--- src/prss_pkg.sv ---
// shared constants, types and slot tables of the restart and sleep sequencer
package prss_pkg;

  // ----------------------------------------------------------------
  // clock and timing
  // ----------------------------------------------------------------
  localparam int CLOCK_HZ      = 40000000;          // system clock rate
  localparam int MS_CYCLES     = CLOCK_HZ / 1000;   // cycles per millisecond
  localparam int MS_W          = 14;                // width of ms counts
  localparam logic [13:0] T_SLOT_MS = 14'h0002;     // gap between slots
  localparam logic [13:0] T_UV_MS   = 14'h0002;     // undervoltage filter
  localparam logic [13:0] T_PD_MS   = 14'h0002;     // reset low before off
  localparam logic [13:0] T_LP6_MS  = 14'h1770;     // 6 s long press
  localparam logic [13:0] T_LP8_MS  = 14'h1F40;     // 8 s long press
  localparam logic [13:0] T_LP10_MS = 14'h2710;     // 10 s long press
  localparam logic [13:0] T_LP12_MS = 14'h2EE0;     // 12 s long press

  // ----------------------------------------------------------------
  // field encodings
  // ----------------------------------------------------------------
  localparam logic [1:0] SLEEP_FN_NONE    = 2'h0;   // sleep pin unused
  localparam logic [1:0] SLEEP_FN_SLEEP   = 2'h1;   // pin or bit enters sleep
  localparam logic [1:0] SLEEP_FN_OFF     = 2'h2;   // pin turns device off
  localparam logic [1:0] SLEEP_FN_RESTART = 2'h3;   // pin restarts device
  localparam logic [1:0] RST_MODE_FULL    = 2'h0;   // full restart
  localparam logic [1:0] RST_MODE_REGS    = 2'h1;   // register reset
  localparam int RAIL_COUNT = 16;                   // 5 bucks, 9 ldos, 2 sw
  localparam int SLOT_W     = 3;                    // slot number width

  // ----------------------------------------------------------------
  // types
  // ----------------------------------------------------------------
  typedef logic [RAIL_COUNT-1:0] prss_rail_t;       // one enable per rail
  typedef logic [RAIL_COUNT-1:0][SLOT_W-1:0] prss_slots_t; // 0 = stays off

  typedef enum logic [2:0] {
    PRSS_OFF, PRSS_POWER_UP, PRSS_ON, PRSS_SLEEP, PRSS_POWER_DOWN,
    PRSS_REG_RESET
  } prss_state_e;

  typedef struct packed {
    logic       keyRestartEnable;  // long press restarts; when clear the key is ignored
    logic [1:0] longPressSel;      // 6/8/10/12 s
    logic [1:0] sleepFunction;     // sleep pin function
    logic       sleepPolarity;     // 1: sleep pin active high
    logic       sleepRequest;      // software sleep request
    logic       shutdownRequest;   // software shutdown
    logic [1:0] restartMode;       // full restart or register reset
    logic       uvResetEnable;     // undervoltage pulls reset line
    logic [1:0] variantSel;        // power-up configuration variant
  } prss_cfg_s;

  // ----------------------------------------------------------------
  // slot tables, rail 15 down to 0:
  // sw2 sw1 l9 l8 l7 l6 l5 l4 l3 l2 l1 b5 b4 b3 b2 b1
  // ----------------------------------------------------------------
  localparam prss_slots_t SLOTS_V1 = {3'h0, 3'h0, 3'h0, 3'h0, 3'h0, 3'h5,
    3'h5, 3'h5, 3'h2, 3'h3, 3'h2, 3'h1, 3'h5, 3'h4, 3'h2, 3'h2};
  localparam prss_slots_t SLOTS_V2 = {3'h4, 3'h0, 3'h4, 3'h4, 3'h0, 3'h0,
    3'h0, 3'h3, 3'h2, 3'h3, 3'h2, 3'h1, 3'h4, 3'h3, 3'h2, 3'h2};
  localparam prss_slots_t SLOTS_V3 = {3'h5, 3'h0, 3'h5, 3'h5, 3'h5, 3'h3,
    3'h0, 3'h3, 3'h2, 3'h3, 3'h2, 3'h1, 3'h5, 3'h3, 3'h4, 3'h2};
  localparam logic [2:0] LAST_V1 = 3'h5;            // last slot, variant 1
  localparam logic [2:0] LAST_V2 = 3'h4;            // last slot, variant 2
  localparam logic [2:0] LAST_V3 = 3'h5;            // last slot, variant 3

endpackage

--- src/prss_sequencer.sv ---
// restart, sleep and power sequencing state machine of the power device
`timescale 1ns/100ps
`default_nettype none
module prss_sequencer #(
  parameter int MS_CYCLES = prss_pkg::MS_CYCLES  // cycles per millisecond
) (
  input  wire logic               clock,
  input  wire logic               reset,
  input  wire prss_pkg::prss_cfg_s cfg,           // register fields
  input  wire logic               powerOnRequest, // pulse: leave off state
  input  wire logic               powerKeyPin,    // key, low when pressed
  input  wire logic               sleepPin,       // sleep pin level
  input  wire logic               resetLineIn,    // reset line level
  input  wire logic               supplyAGood,    // supply a above good
  input  wire logic               supplyAUnder,   // supply a undervoltage
  input  wire logic               supplyBUnder,   // supply b undervoltage
  output prss_pkg::prss_rail_t    railEnable,     // rail enables
  output logic                    resetLineOut,   // open-drain data
  output logic                    resetLineOeN,   // low: line pulled low
  output logic                    registersReset, // pulse: reset registers
  output logic                    sleepMode       // sleep state status
);
  // ----------------------------------------------------------------
  // declarations
  // ----------------------------------------------------------------
  localparam int PIN_KEY = 0, PIN_SLEEP = 1, PIN_RST = 2;
  localparam int PIN_GOOD = 3, PIN_UVA = 4, PIN_UVB = 5;

  logic [5:0]            pinMeta;        // first synchroniser stage
  logic [5:0]            pinSync;        // second stage, safe to use
  prss_pkg::prss_state_e state;          // current state
  prss_pkg::prss_state_e next_state;     // state for next cycle
  logic [2:0]            slot;           // current power-up slot
  logic                  restartPending; // power-down is a restart
  logic [2:0]            driveHist;      // recent own drive of line
  prss_pkg::prss_slots_t slotTable;      // selected variant table
  logic [2:0]            lastSlot;       // last slot of the variant
  logic [13:0]           longPressMs;    // selected long-press time
  logic                  inRun;          // on or sleep state
  logic                  keyHeld;        // key pressed, synced
  logic                  sleepActive;    // sleep pin at active level
  logic                  uvAny;          // either supply under
  logic                  extReset;       // other party pulls line
  logic                  keyDone;        // long press elapsed
  logic                  uvDone;         // undervoltage for 2 ms
  logic                  seqDone;        // slot, power-down or register-reset gap done
  logic                  trigOff;        // turn-off cause this cycle
  logic                  trigRestart;    // restart cause this cycle
  logic                  seqRun;         // sequence timer running
  logic                  seqDoneDly;     // elapsed gap, one cycle late

  // ----------------------------------------------------------------
  // pin synchronisers
  // ----------------------------------------------------------------
  always_ff @(posedge clock) begin
    if (reset) begin
      pinMeta <= 6'h3F;
      pinSync <= 6'h3F;
    end else begin
      pinMeta <= {supplyBUnder, supplyAUnder, supplyAGood, resetLineIn,
                  sleepPin, powerKeyPin};
      pinSync <= pinMeta;
    end
  end

  // ----------------------------------------------------------------
  // decoded conditions
  // ----------------------------------------------------------------
  assign inRun   = (state == prss_pkg::PRSS_ON) ||
                   (state == prss_pkg::PRSS_SLEEP);
  assign keyHeld = !pinSync[PIN_KEY];
  assign sleepActive = (pinSync[PIN_SLEEP] == cfg.sleepPolarity);
  assign uvAny = pinSync[PIN_UVA] || pinSync[PIN_UVB];
  // our own release reaches the synchroniser late, so the line is only
  // trusted once it has been released for the whole history window
  // no debounce on line
  assign extReset = !pinSync[PIN_RST] && (driveHist == 3'h0);

  always_comb begin
    case (cfg.variantSel)
      2'h1: begin
        slotTable = prss_pkg::SLOTS_V2;
        lastSlot  = prss_pkg::LAST_V2;
      end
      2'h2: begin
        slotTable = prss_pkg::SLOTS_V3;
        lastSlot  = prss_pkg::LAST_V3;
      end
      default: begin  // code 3 falls back to the first variant
        slotTable = prss_pkg::SLOTS_V1;
        lastSlot  = prss_pkg::LAST_V1;
      end
    endcase
  end

  always_comb begin
    case (cfg.longPressSel)
      2'h0:    longPressMs = prss_pkg::T_LP6_MS;
      2'h1:    longPressMs = prss_pkg::T_LP8_MS;
      2'h2:    longPressMs = prss_pkg::T_LP10_MS;
      default: longPressMs = prss_pkg::T_LP12_MS;
    endcase
  end

  // rails whose slot is reached; slot 0 means stays off
  function automatic prss_pkg::prss_rail_t slotMask(
      input prss_pkg::prss_slots_t tbl, input logic [2:0] upTo);
    prss_pkg::prss_rail_t m;
    m = '0;
    for (int i = 0; i < prss_pkg::RAIL_COUNT; i++) begin
      m[i] = (tbl[i] != 3'h0) && (tbl[i] <= upTo);
    end
    return m;
  endfunction

  // ----------------------------------------------------------------
  // timers
  // ----------------------------------------------------------------
  // long-press timer
  prss_ms_timer #(.MS_CYCLES(MS_CYCLES), .MS_W(prss_pkg::MS_W)) uKey (
    .clock   (clock),
    .reset   (reset),
    .run     (inRun && keyHeld && cfg.keyRestartEnable),
    .clear   (1'b0),
    .limitMs (longPressMs),
    .done    (keyDone)
  );

  prss_ms_timer #(.MS_CYCLES(MS_CYCLES), .MS_W(prss_pkg::MS_W)) uUv (
    .clock   (clock),
    .reset   (reset),
    .run     (inRun && uvAny),
    .clear   (1'b0),
    .limitMs (prss_pkg::T_UV_MS),
    .done    (uvDone)
  );

  assign seqRun = (state == prss_pkg::PRSS_POWER_UP) ||
                  (state == prss_pkg::PRSS_POWER_DOWN) ||
                  (state == prss_pkg::PRSS_REG_RESET);

  prss_ms_timer #(.MS_CYCLES(MS_CYCLES), .MS_W(prss_pkg::MS_W)) uSeq (
    .clock   (clock),
    .reset   (reset),
    .run     (seqRun),
    .clear   (seqDoneDly),
    .limitMs (prss_pkg::T_SLOT_MS),
    .done    (seqDone)
  );

  // one-cycle restart of the gap after each elapsed interval
  always_ff @(posedge clock) begin
    if (reset) begin
      seqDoneDly <= 1'b0;
    end else begin
      seqDoneDly <= seqDone;
    end
  end

  // ----------------------------------------------------------------
  // causes; a turn-off outranks a restart seen in the same cycle
  // ----------------------------------------------------------------
  // undervoltage: off unless reset bit
  assign trigOff = inRun && ((uvDone && !cfg.uvResetEnable) ||
      cfg.shutdownRequest ||
      (cfg.sleepFunction == prss_pkg::SLEEP_FN_OFF && sleepActive));
  assign trigRestart = inRun && (keyDone || extReset ||
      (uvAny && cfg.uvResetEnable) ||
      (cfg.sleepFunction == prss_pkg::SLEEP_FN_RESTART && sleepActive));

  // ----------------------------------------------------------------
  // next state
  // ----------------------------------------------------------------
  always_comb begin
    next_state = state;
    case (state)
      prss_pkg::PRSS_OFF: begin
        if (powerOnRequest) begin
          next_state = prss_pkg::PRSS_POWER_UP;
        end
      end
      prss_pkg::PRSS_POWER_UP: begin
        if (seqDone && slot == lastSlot) begin
          next_state = prss_pkg::PRSS_ON;
        end
      end
      prss_pkg::PRSS_ON, prss_pkg::PRSS_SLEEP: begin
        if (trigOff) begin
          next_state = prss_pkg::PRSS_POWER_DOWN;
        end else if (trigRestart) begin
          if (cfg.restartMode == prss_pkg::RST_MODE_REGS &&
              pinSync[PIN_GOOD]) begin
            next_state = prss_pkg::PRSS_REG_RESET;
          end else begin
            next_state = prss_pkg::PRSS_POWER_DOWN;
          end
        end else if (cfg.sleepFunction == prss_pkg::SLEEP_FN_SLEEP &&
                     (cfg.sleepRequest || sleepActive)) begin
          next_state = prss_pkg::PRSS_SLEEP;
        end else begin
          next_state = prss_pkg::PRSS_ON;
        end
      end
      prss_pkg::PRSS_POWER_DOWN: begin
        if (seqDone) begin
          next_state = restartPending ? prss_pkg::PRSS_POWER_UP
                                      : prss_pkg::PRSS_OFF;
        end
      end
      prss_pkg::PRSS_REG_RESET: begin
        if (seqDone) begin
          next_state = prss_pkg::PRSS_ON;
        end
      end
      default: next_state = prss_pkg::PRSS_OFF;
    endcase
  end

  // state register
  always_ff @(posedge clock) begin
    if (reset) begin
      state <= prss_pkg::PRSS_OFF;
    end else begin
      state <= next_state;
    end
  end

  // restart decision is taken with the supply seen at the trigger
  always_ff @(posedge clock) begin
    if (reset) begin
      restartPending <= 1'b0;
    end else if (inRun && next_state == prss_pkg::PRSS_POWER_DOWN) begin
      restartPending <= !trigOff && pinSync[PIN_GOOD];
    end
  end

  always_ff @(posedge clock) begin
    if (reset) begin
      slot <= 3'h0;
    end else if (next_state != prss_pkg::PRSS_POWER_UP) begin
      slot <= 3'h0;
    end else if (state != prss_pkg::PRSS_POWER_UP) begin
      slot <= 3'h1;
    end else if (seqDone && slot != lastSlot) begin
      slot <= slot + 3'h1;
    end
  end

  // ----------------------------------------------------------------
  // outputs
  // ----------------------------------------------------------------
  // rails follow the slot on the way up and drop together on the way
  // down; a register reset snaps them to the variant default set
  always_ff @(posedge clock) begin
    if (reset) begin
      railEnable <= '0;
    end else begin
      case (next_state)
        prss_pkg::PRSS_POWER_UP: begin
          // restart drops every rail before slot 1
          railEnable <= (state == prss_pkg::PRSS_POWER_DOWN) ? '0 :
              slotMask(slotTable,
              (state != prss_pkg::PRSS_POWER_UP) ? 3'h1 :
              (seqDone && slot != lastSlot) ? slot + 3'h1 : slot);
        end
        prss_pkg::PRSS_REG_RESET: begin
          railEnable <= slotMask(slotTable, lastSlot);
        end
        prss_pkg::PRSS_ON, prss_pkg::PRSS_SLEEP,
        prss_pkg::PRSS_POWER_DOWN: railEnable <= railEnable;
        default: railEnable <= '0;
      endcase
    end
  end

  always_ff @(posedge clock) begin
    if (reset) begin
      resetLineOeN <= 1'b0;
      driveHist    <= 3'h7;
    end else begin
      resetLineOeN <= (next_state == prss_pkg::PRSS_ON) ||
                      (next_state == prss_pkg::PRSS_SLEEP);
      driveHist    <= {driveHist[1:0], !resetLineOeN};
    end
  end

  always_ff @(posedge clock) begin
    if (reset) begin
      registersReset <= 1'b0;
      sleepMode      <= 1'b0;
      resetLineOut   <= 1'b0;
    end else begin
      registersReset <= inRun && (next_state == prss_pkg::PRSS_REG_RESET);
      sleepMode      <= (next_state == prss_pkg::PRSS_SLEEP);
      resetLineOut   <= 1'b0;
    end
  end
endmodule
`default_nettype wire

--- src/prss_ms_timer.sv ---
// millisecond timer with its own prescaler, restarted whenever idle
`timescale 1ns/100ps
`default_nettype none
module prss_ms_timer #(
  parameter int MS_CYCLES = 40000,  // clock cycles per millisecond
  parameter int MS_W      = 14      // width of the millisecond count
) (
  input  wire logic            clock,
  input  wire logic            reset,
  input  wire logic            run,      // count while high
  input  wire logic            clear,    // restart the interval
  input  wire logic [MS_W-1:0] limitMs,  // interval in ms
  output logic                 done      // level: interval elapsed
);
  localparam int PRE_W = $clog2(MS_CYCLES + 1);
  localparam logic [PRE_W-1:0] PRE_LAST = PRE_W'(MS_CYCLES - 1);

  logic [PRE_W-1:0] prescale;  // cycles inside the current ms
  logic [MS_W-1:0]  msCount;   // whole ms elapsed

  // ----------------------------------------------------------------
  // prescaler and ms count; restarting the prescaler keeps the
  // first ms full length, so intervals never come out short
  // ----------------------------------------------------------------
  always_ff @(posedge clock) begin
    if (reset || !run || clear) begin
      prescale <= '0;
      msCount  <= '0;
    end else if (msCount != limitMs) begin
      if (prescale == PRE_LAST) begin
        prescale <= '0;
        msCount  <= msCount + MS_W'(1);
      end else begin
        prescale <= prescale + PRE_W'(1);
      end
    end
  end

  // saturates at the limit until run falls or clear comes
  assign done = run && !clear && (msCount == limitMs);
endmodule
`default_nettype wire

--- config.mk ---
export PLATFORM = sky130hd
export DESIGN_NAME = prss_sequencer
export DESIGN_NICKNAME = d
export VERILOG_FILES = /design/src/prss_pkg.sv /design/src/prss_sequencer.sv /design/src/prss_ms_timer.sv
export SDC_FILE = /design/constraint.sdc
export NUM_CORES = 1
export LEC_CHECK = 0
export BUFFER_PORTS_ARGS = -buffer_cell sky130_fd_sc_hd__clkbuf_2
export CAP_MARGIN = 30
export CELL_PAD_IN_SITES_DETAIL_PLACEMENT = 0
export CELL_PAD_IN_SITES_GLOBAL_PLACEMENT = 2
export CORE_AREA = 8 8 120 149
export CTS_BUF_LIST = sky130_fd_sc_hd__clkbuf_8
export DETAILED_ROUTE_END_ITERATION = 10
export DIE_AREA = 0 0 128 157
export PLACE_DENSITY = 0.94
export SYNTH_ARGS = -nofsm -noshare
export SYNTH_HDL_FRONTEND = slang
export SYNTH_SLANG_ARGS = --single-unit
--- constraint.sdc ---
create_clock -name clock -period 6.87 [get_ports clock]
set_input_delay 0.687 -clock clock [delete_from_list [all_inputs] [get_ports clock]]
set_output_delay 0.687 -clock clock [all_outputs]
set_load 0.01 [all_outputs]
==> impl_metrics.toml <==
[finish]
final_nets = 814
drive_gt1_frac = 0.146
insertedDiodeCount = 0
syn_to_final_growth_pct = 11.0

[global_route]
overflow = 0
first_global_vias = 5013
grtUsageTotal = 0.150
grt_start_max_net_pins = 36
grt_pass1_wl_um = 24100
antenna_found_initial = 1

[timing]
setup_viol = 0
fin_setup_tns_ns = 0
period_share = 0.521
tightestPinTransition_ns = 0.741
max_freq_mhz = 279
period_minus_slack_ns = 3.58
setup_slack_ns = 3.29
slew_headroom = 0.505
fin_skew_ns = 0.0124
maxSlewViolCount = 0
hold_viol_final = 0
rsz0062_at_grt = "no"

[job]
max_cap_viol_count = 0

[place]
gp_congestion = 0.803
place_ws_ns = 3.19
dp_hpwl_um = 10700
portBuffers = 39

[setup_path]
r2r_start = "uSeq.msCount[0]"
crit_slowest_cell = "nand4_1"
crit_family = "simple AND/OR/NAND/NOR gates"
critPathLaunchType = "flip-flop"
crit_buf_inv = 3
critical_path_class = "reg -> reg"
cp-end-kind = "flip-flop"
cpMostUsedCell = "inv_1"
setup.worst_path.start = "uSeq.msCount[0]"
crit_path_max_incr_delay_ns = 0.47
cp_cell_sequence = "inv_1 > ha_1 > nor4b_2 > nand4_1 > nor4_1 > xnor2_1 > nor2_1 > inv_1 > ha_1 > inv_1 > nand2_1 > o22ai_1 > o21ai_0 > a211o_1 > a21oi_1"
required_ns = 7.23
worst-path-max-fanout = 12
critPathArrivalTime_ns = 3.94

[route]
drt_iter0_drc = 225
via_per_inst = 5.18
drc = 0
firstDrtPassIters = 4
wire_per_inst_um = 14.5
wl_um = 14300
num_vias = 5113
drtAntennaViolNets = 0

[yosys]
netlist_top_cells_area = "dfxtp_1 40%, nor2_1 6.7%, xnor2_1 6.3%"
synth_fa_ha_area_frac = 0.0569
synth_top_family_by_area = "simple AND/OR/NAND/NOR gates"
synth_top_area_cell = "dfxtp_1"
synth-compound-area-share = 0.106
yosysMostFrequentCell = "dfxtp_1"
syn_inst = 733
synth-seq-cells = 127
synth_ff_type = "dfxtp_1"
synth_commonest_cells = "127 x dfxtp_1, 114 x nor2_1, 53 x nand2_1"
synth_xor_area_frac = 0.107
ys_warn_count = 0
synth-async-reset-ratio = 0
synth_area_sq_um = 6380
synth_top_area_share = 0.399
synth_mux_area_frac = 0.00471
syn_area_per_cell_sq_um = 8.70
synth_edf_count = 0
ys_types = 74
yosys.area_share.simple = 0.280
seq_area_frac_synth = 0.399

[worst_hold_path]
hold_class = "reg -> reg"
hold_start = "pinMeta[2]"

[power_and_ir_drop]
combPwrFrac = 0.059
p_sw_uw = 353
p_sw_frac = 0.233
leakagePower_nw = 2.45
clockPowerShare = 0.447
irDropWorstVdd_mv = 0.0941
internal-power_mw = 1.16
p_per_area_nw_per_um2 = 214
pwr-share-seq = 0.495

[clock_tree]
cts.sinks = 127
ctsResizeCount = 0
cts_hold_buf = 0
htreeDepth = 4
clock-root-buffer = "clkbuf_8"
cts_tree = "yes"
cts.clk_slew.worst_paths_ns = 0.07
cts_buffers = 17
postCtsSetupBuffers = 0
clk_latency_ns = 0.45
clockBufferDepth = 2

[die]
core-area_sq_um = 15400
num_rows = 51
die_w_um = 128
start_util = 0.413
die_h_um = 157
pin_count = 42
dieArea_sq_um = 20100

[run_status]
outcome = "finished clean"
## metrics by stage
step / power (mW) / std cells / area [sq um] / hold WS [ns] / util
2_1_floorplan: 0.829 / 734 / 6380 / 0.389 / -
3_3_place_gp: 0.856 / 956 / 6670 / 0.394 / 0.432
3_5_place_dp: 0.856 / 956 / 6670 / 0.393 / 0.432
4_1_cts: 1.54 / 987 / 7080 / 0.386 / 0.459
5_1_grt: 1.58 / 987 / 7080 / 0.397 / 0.459
6_report: 1.52 / 987 / 7080 / 0.410 / 0.459
## flip-flops by register name, indices dropped and copies added, names as in the netlist
name,count
resetLineOeN,1
uKey.msCount,14
uSeq.prescale,16
registersReset,1
pinSync,6
pinMeta,6
sleepMode,1
uUv.msCount,14
uSeq.msCount,14
restartPending,1
uKey.prescale,16
state,3
slot,3
driveHist,3
seqDoneDly,1
uUv.prescale,16
railEnable,11
## power by group through the flow
stage	clock network [mW]	logic (mW)	registers, mW
floorplan	0	0.0633	0.766
global placement	0	0.0892	0.767
detailed placement	0	0.0884	0.767
CTS	0.701	0.0890	0.750
global route	0.729	0.0989	0.751
finish	0.677	0.0892	0.751
## layout make-up
type	instances	area (sq um)
Fill cell	1581	8360
Multi-Input combinational cell	546	3550
Sequential cell	127	2540
Clock buffer	20	275
Tap cell	212	265
Timing Repair Buffer	39	195
Clock inverter	11	139
Inverter	32	120
## cell families after synthesis
kind of cell / Yosys count
AO/OA/AOI/OAI: 93
XOR/XNOR: 78
adder cells (fa/ha/maj): 29
buffers and inverters: 61
flip-flops: 127
multiplexers: 3
other: 1
AND/OR/NAND/NOR: 341
## worst register-to-register path, cell delays in order, from the launching register on
cell and delay [ns]:
dfxtp_1 0.35, inv_1 0.07, ha_1 0.13, nor4b_2 0.22, nand4_1 0.47, nor4_1 0.47, xnor2_1 0.14, nor2_1 0.14
inv_1 0.15, ha_1 0.43, inv_1 0.18, nand2_1 0.09, o22ai_1 0.15, o21ai_0 0.10, a211o_1 0.31, a21oi_1 0.11
## layer usage
| metal | GRT usage | part of all wire |
|---|---|---|
| met1 | 0.170 | 0.45 |
| met2 | 0.256 | 0.49 |
| met3 | 0.0372 | 0.037 |
| met4 | 0.0760 | 0.027 |
| met5 | 0 | 0.00091 |
## path summary, 6_finish.rpt
| path | end | cells past startpoint | slack, ns |
|---|---|---|---|
| worst min-delay path | pinSync[2] | 1 | 0.41 |
| worst min register to register | pinSync[2] | 1 | 0.41 |
| worst max register to register | railEnable[2] | 15 | 3.29 |
| worst max-delay path | railEnable[2] | 15 | 3.29 |
## layout by cell type, fill, tap and decap left out, types with 20 or more instances in the layout
cell / n
clkbuf_2: 39
nor2_1: 114
nand3_1: 23
a21oi_1: 22
ha_1: 29
dfxtp_1: 127
o21ai_0: 20
xor2_1: 32
nand2_1: 53
inv_1: 31
xnor2_1: 46
nor3_1: 22
clkbuf_8: 20
(Power assumes the default switching activity.)
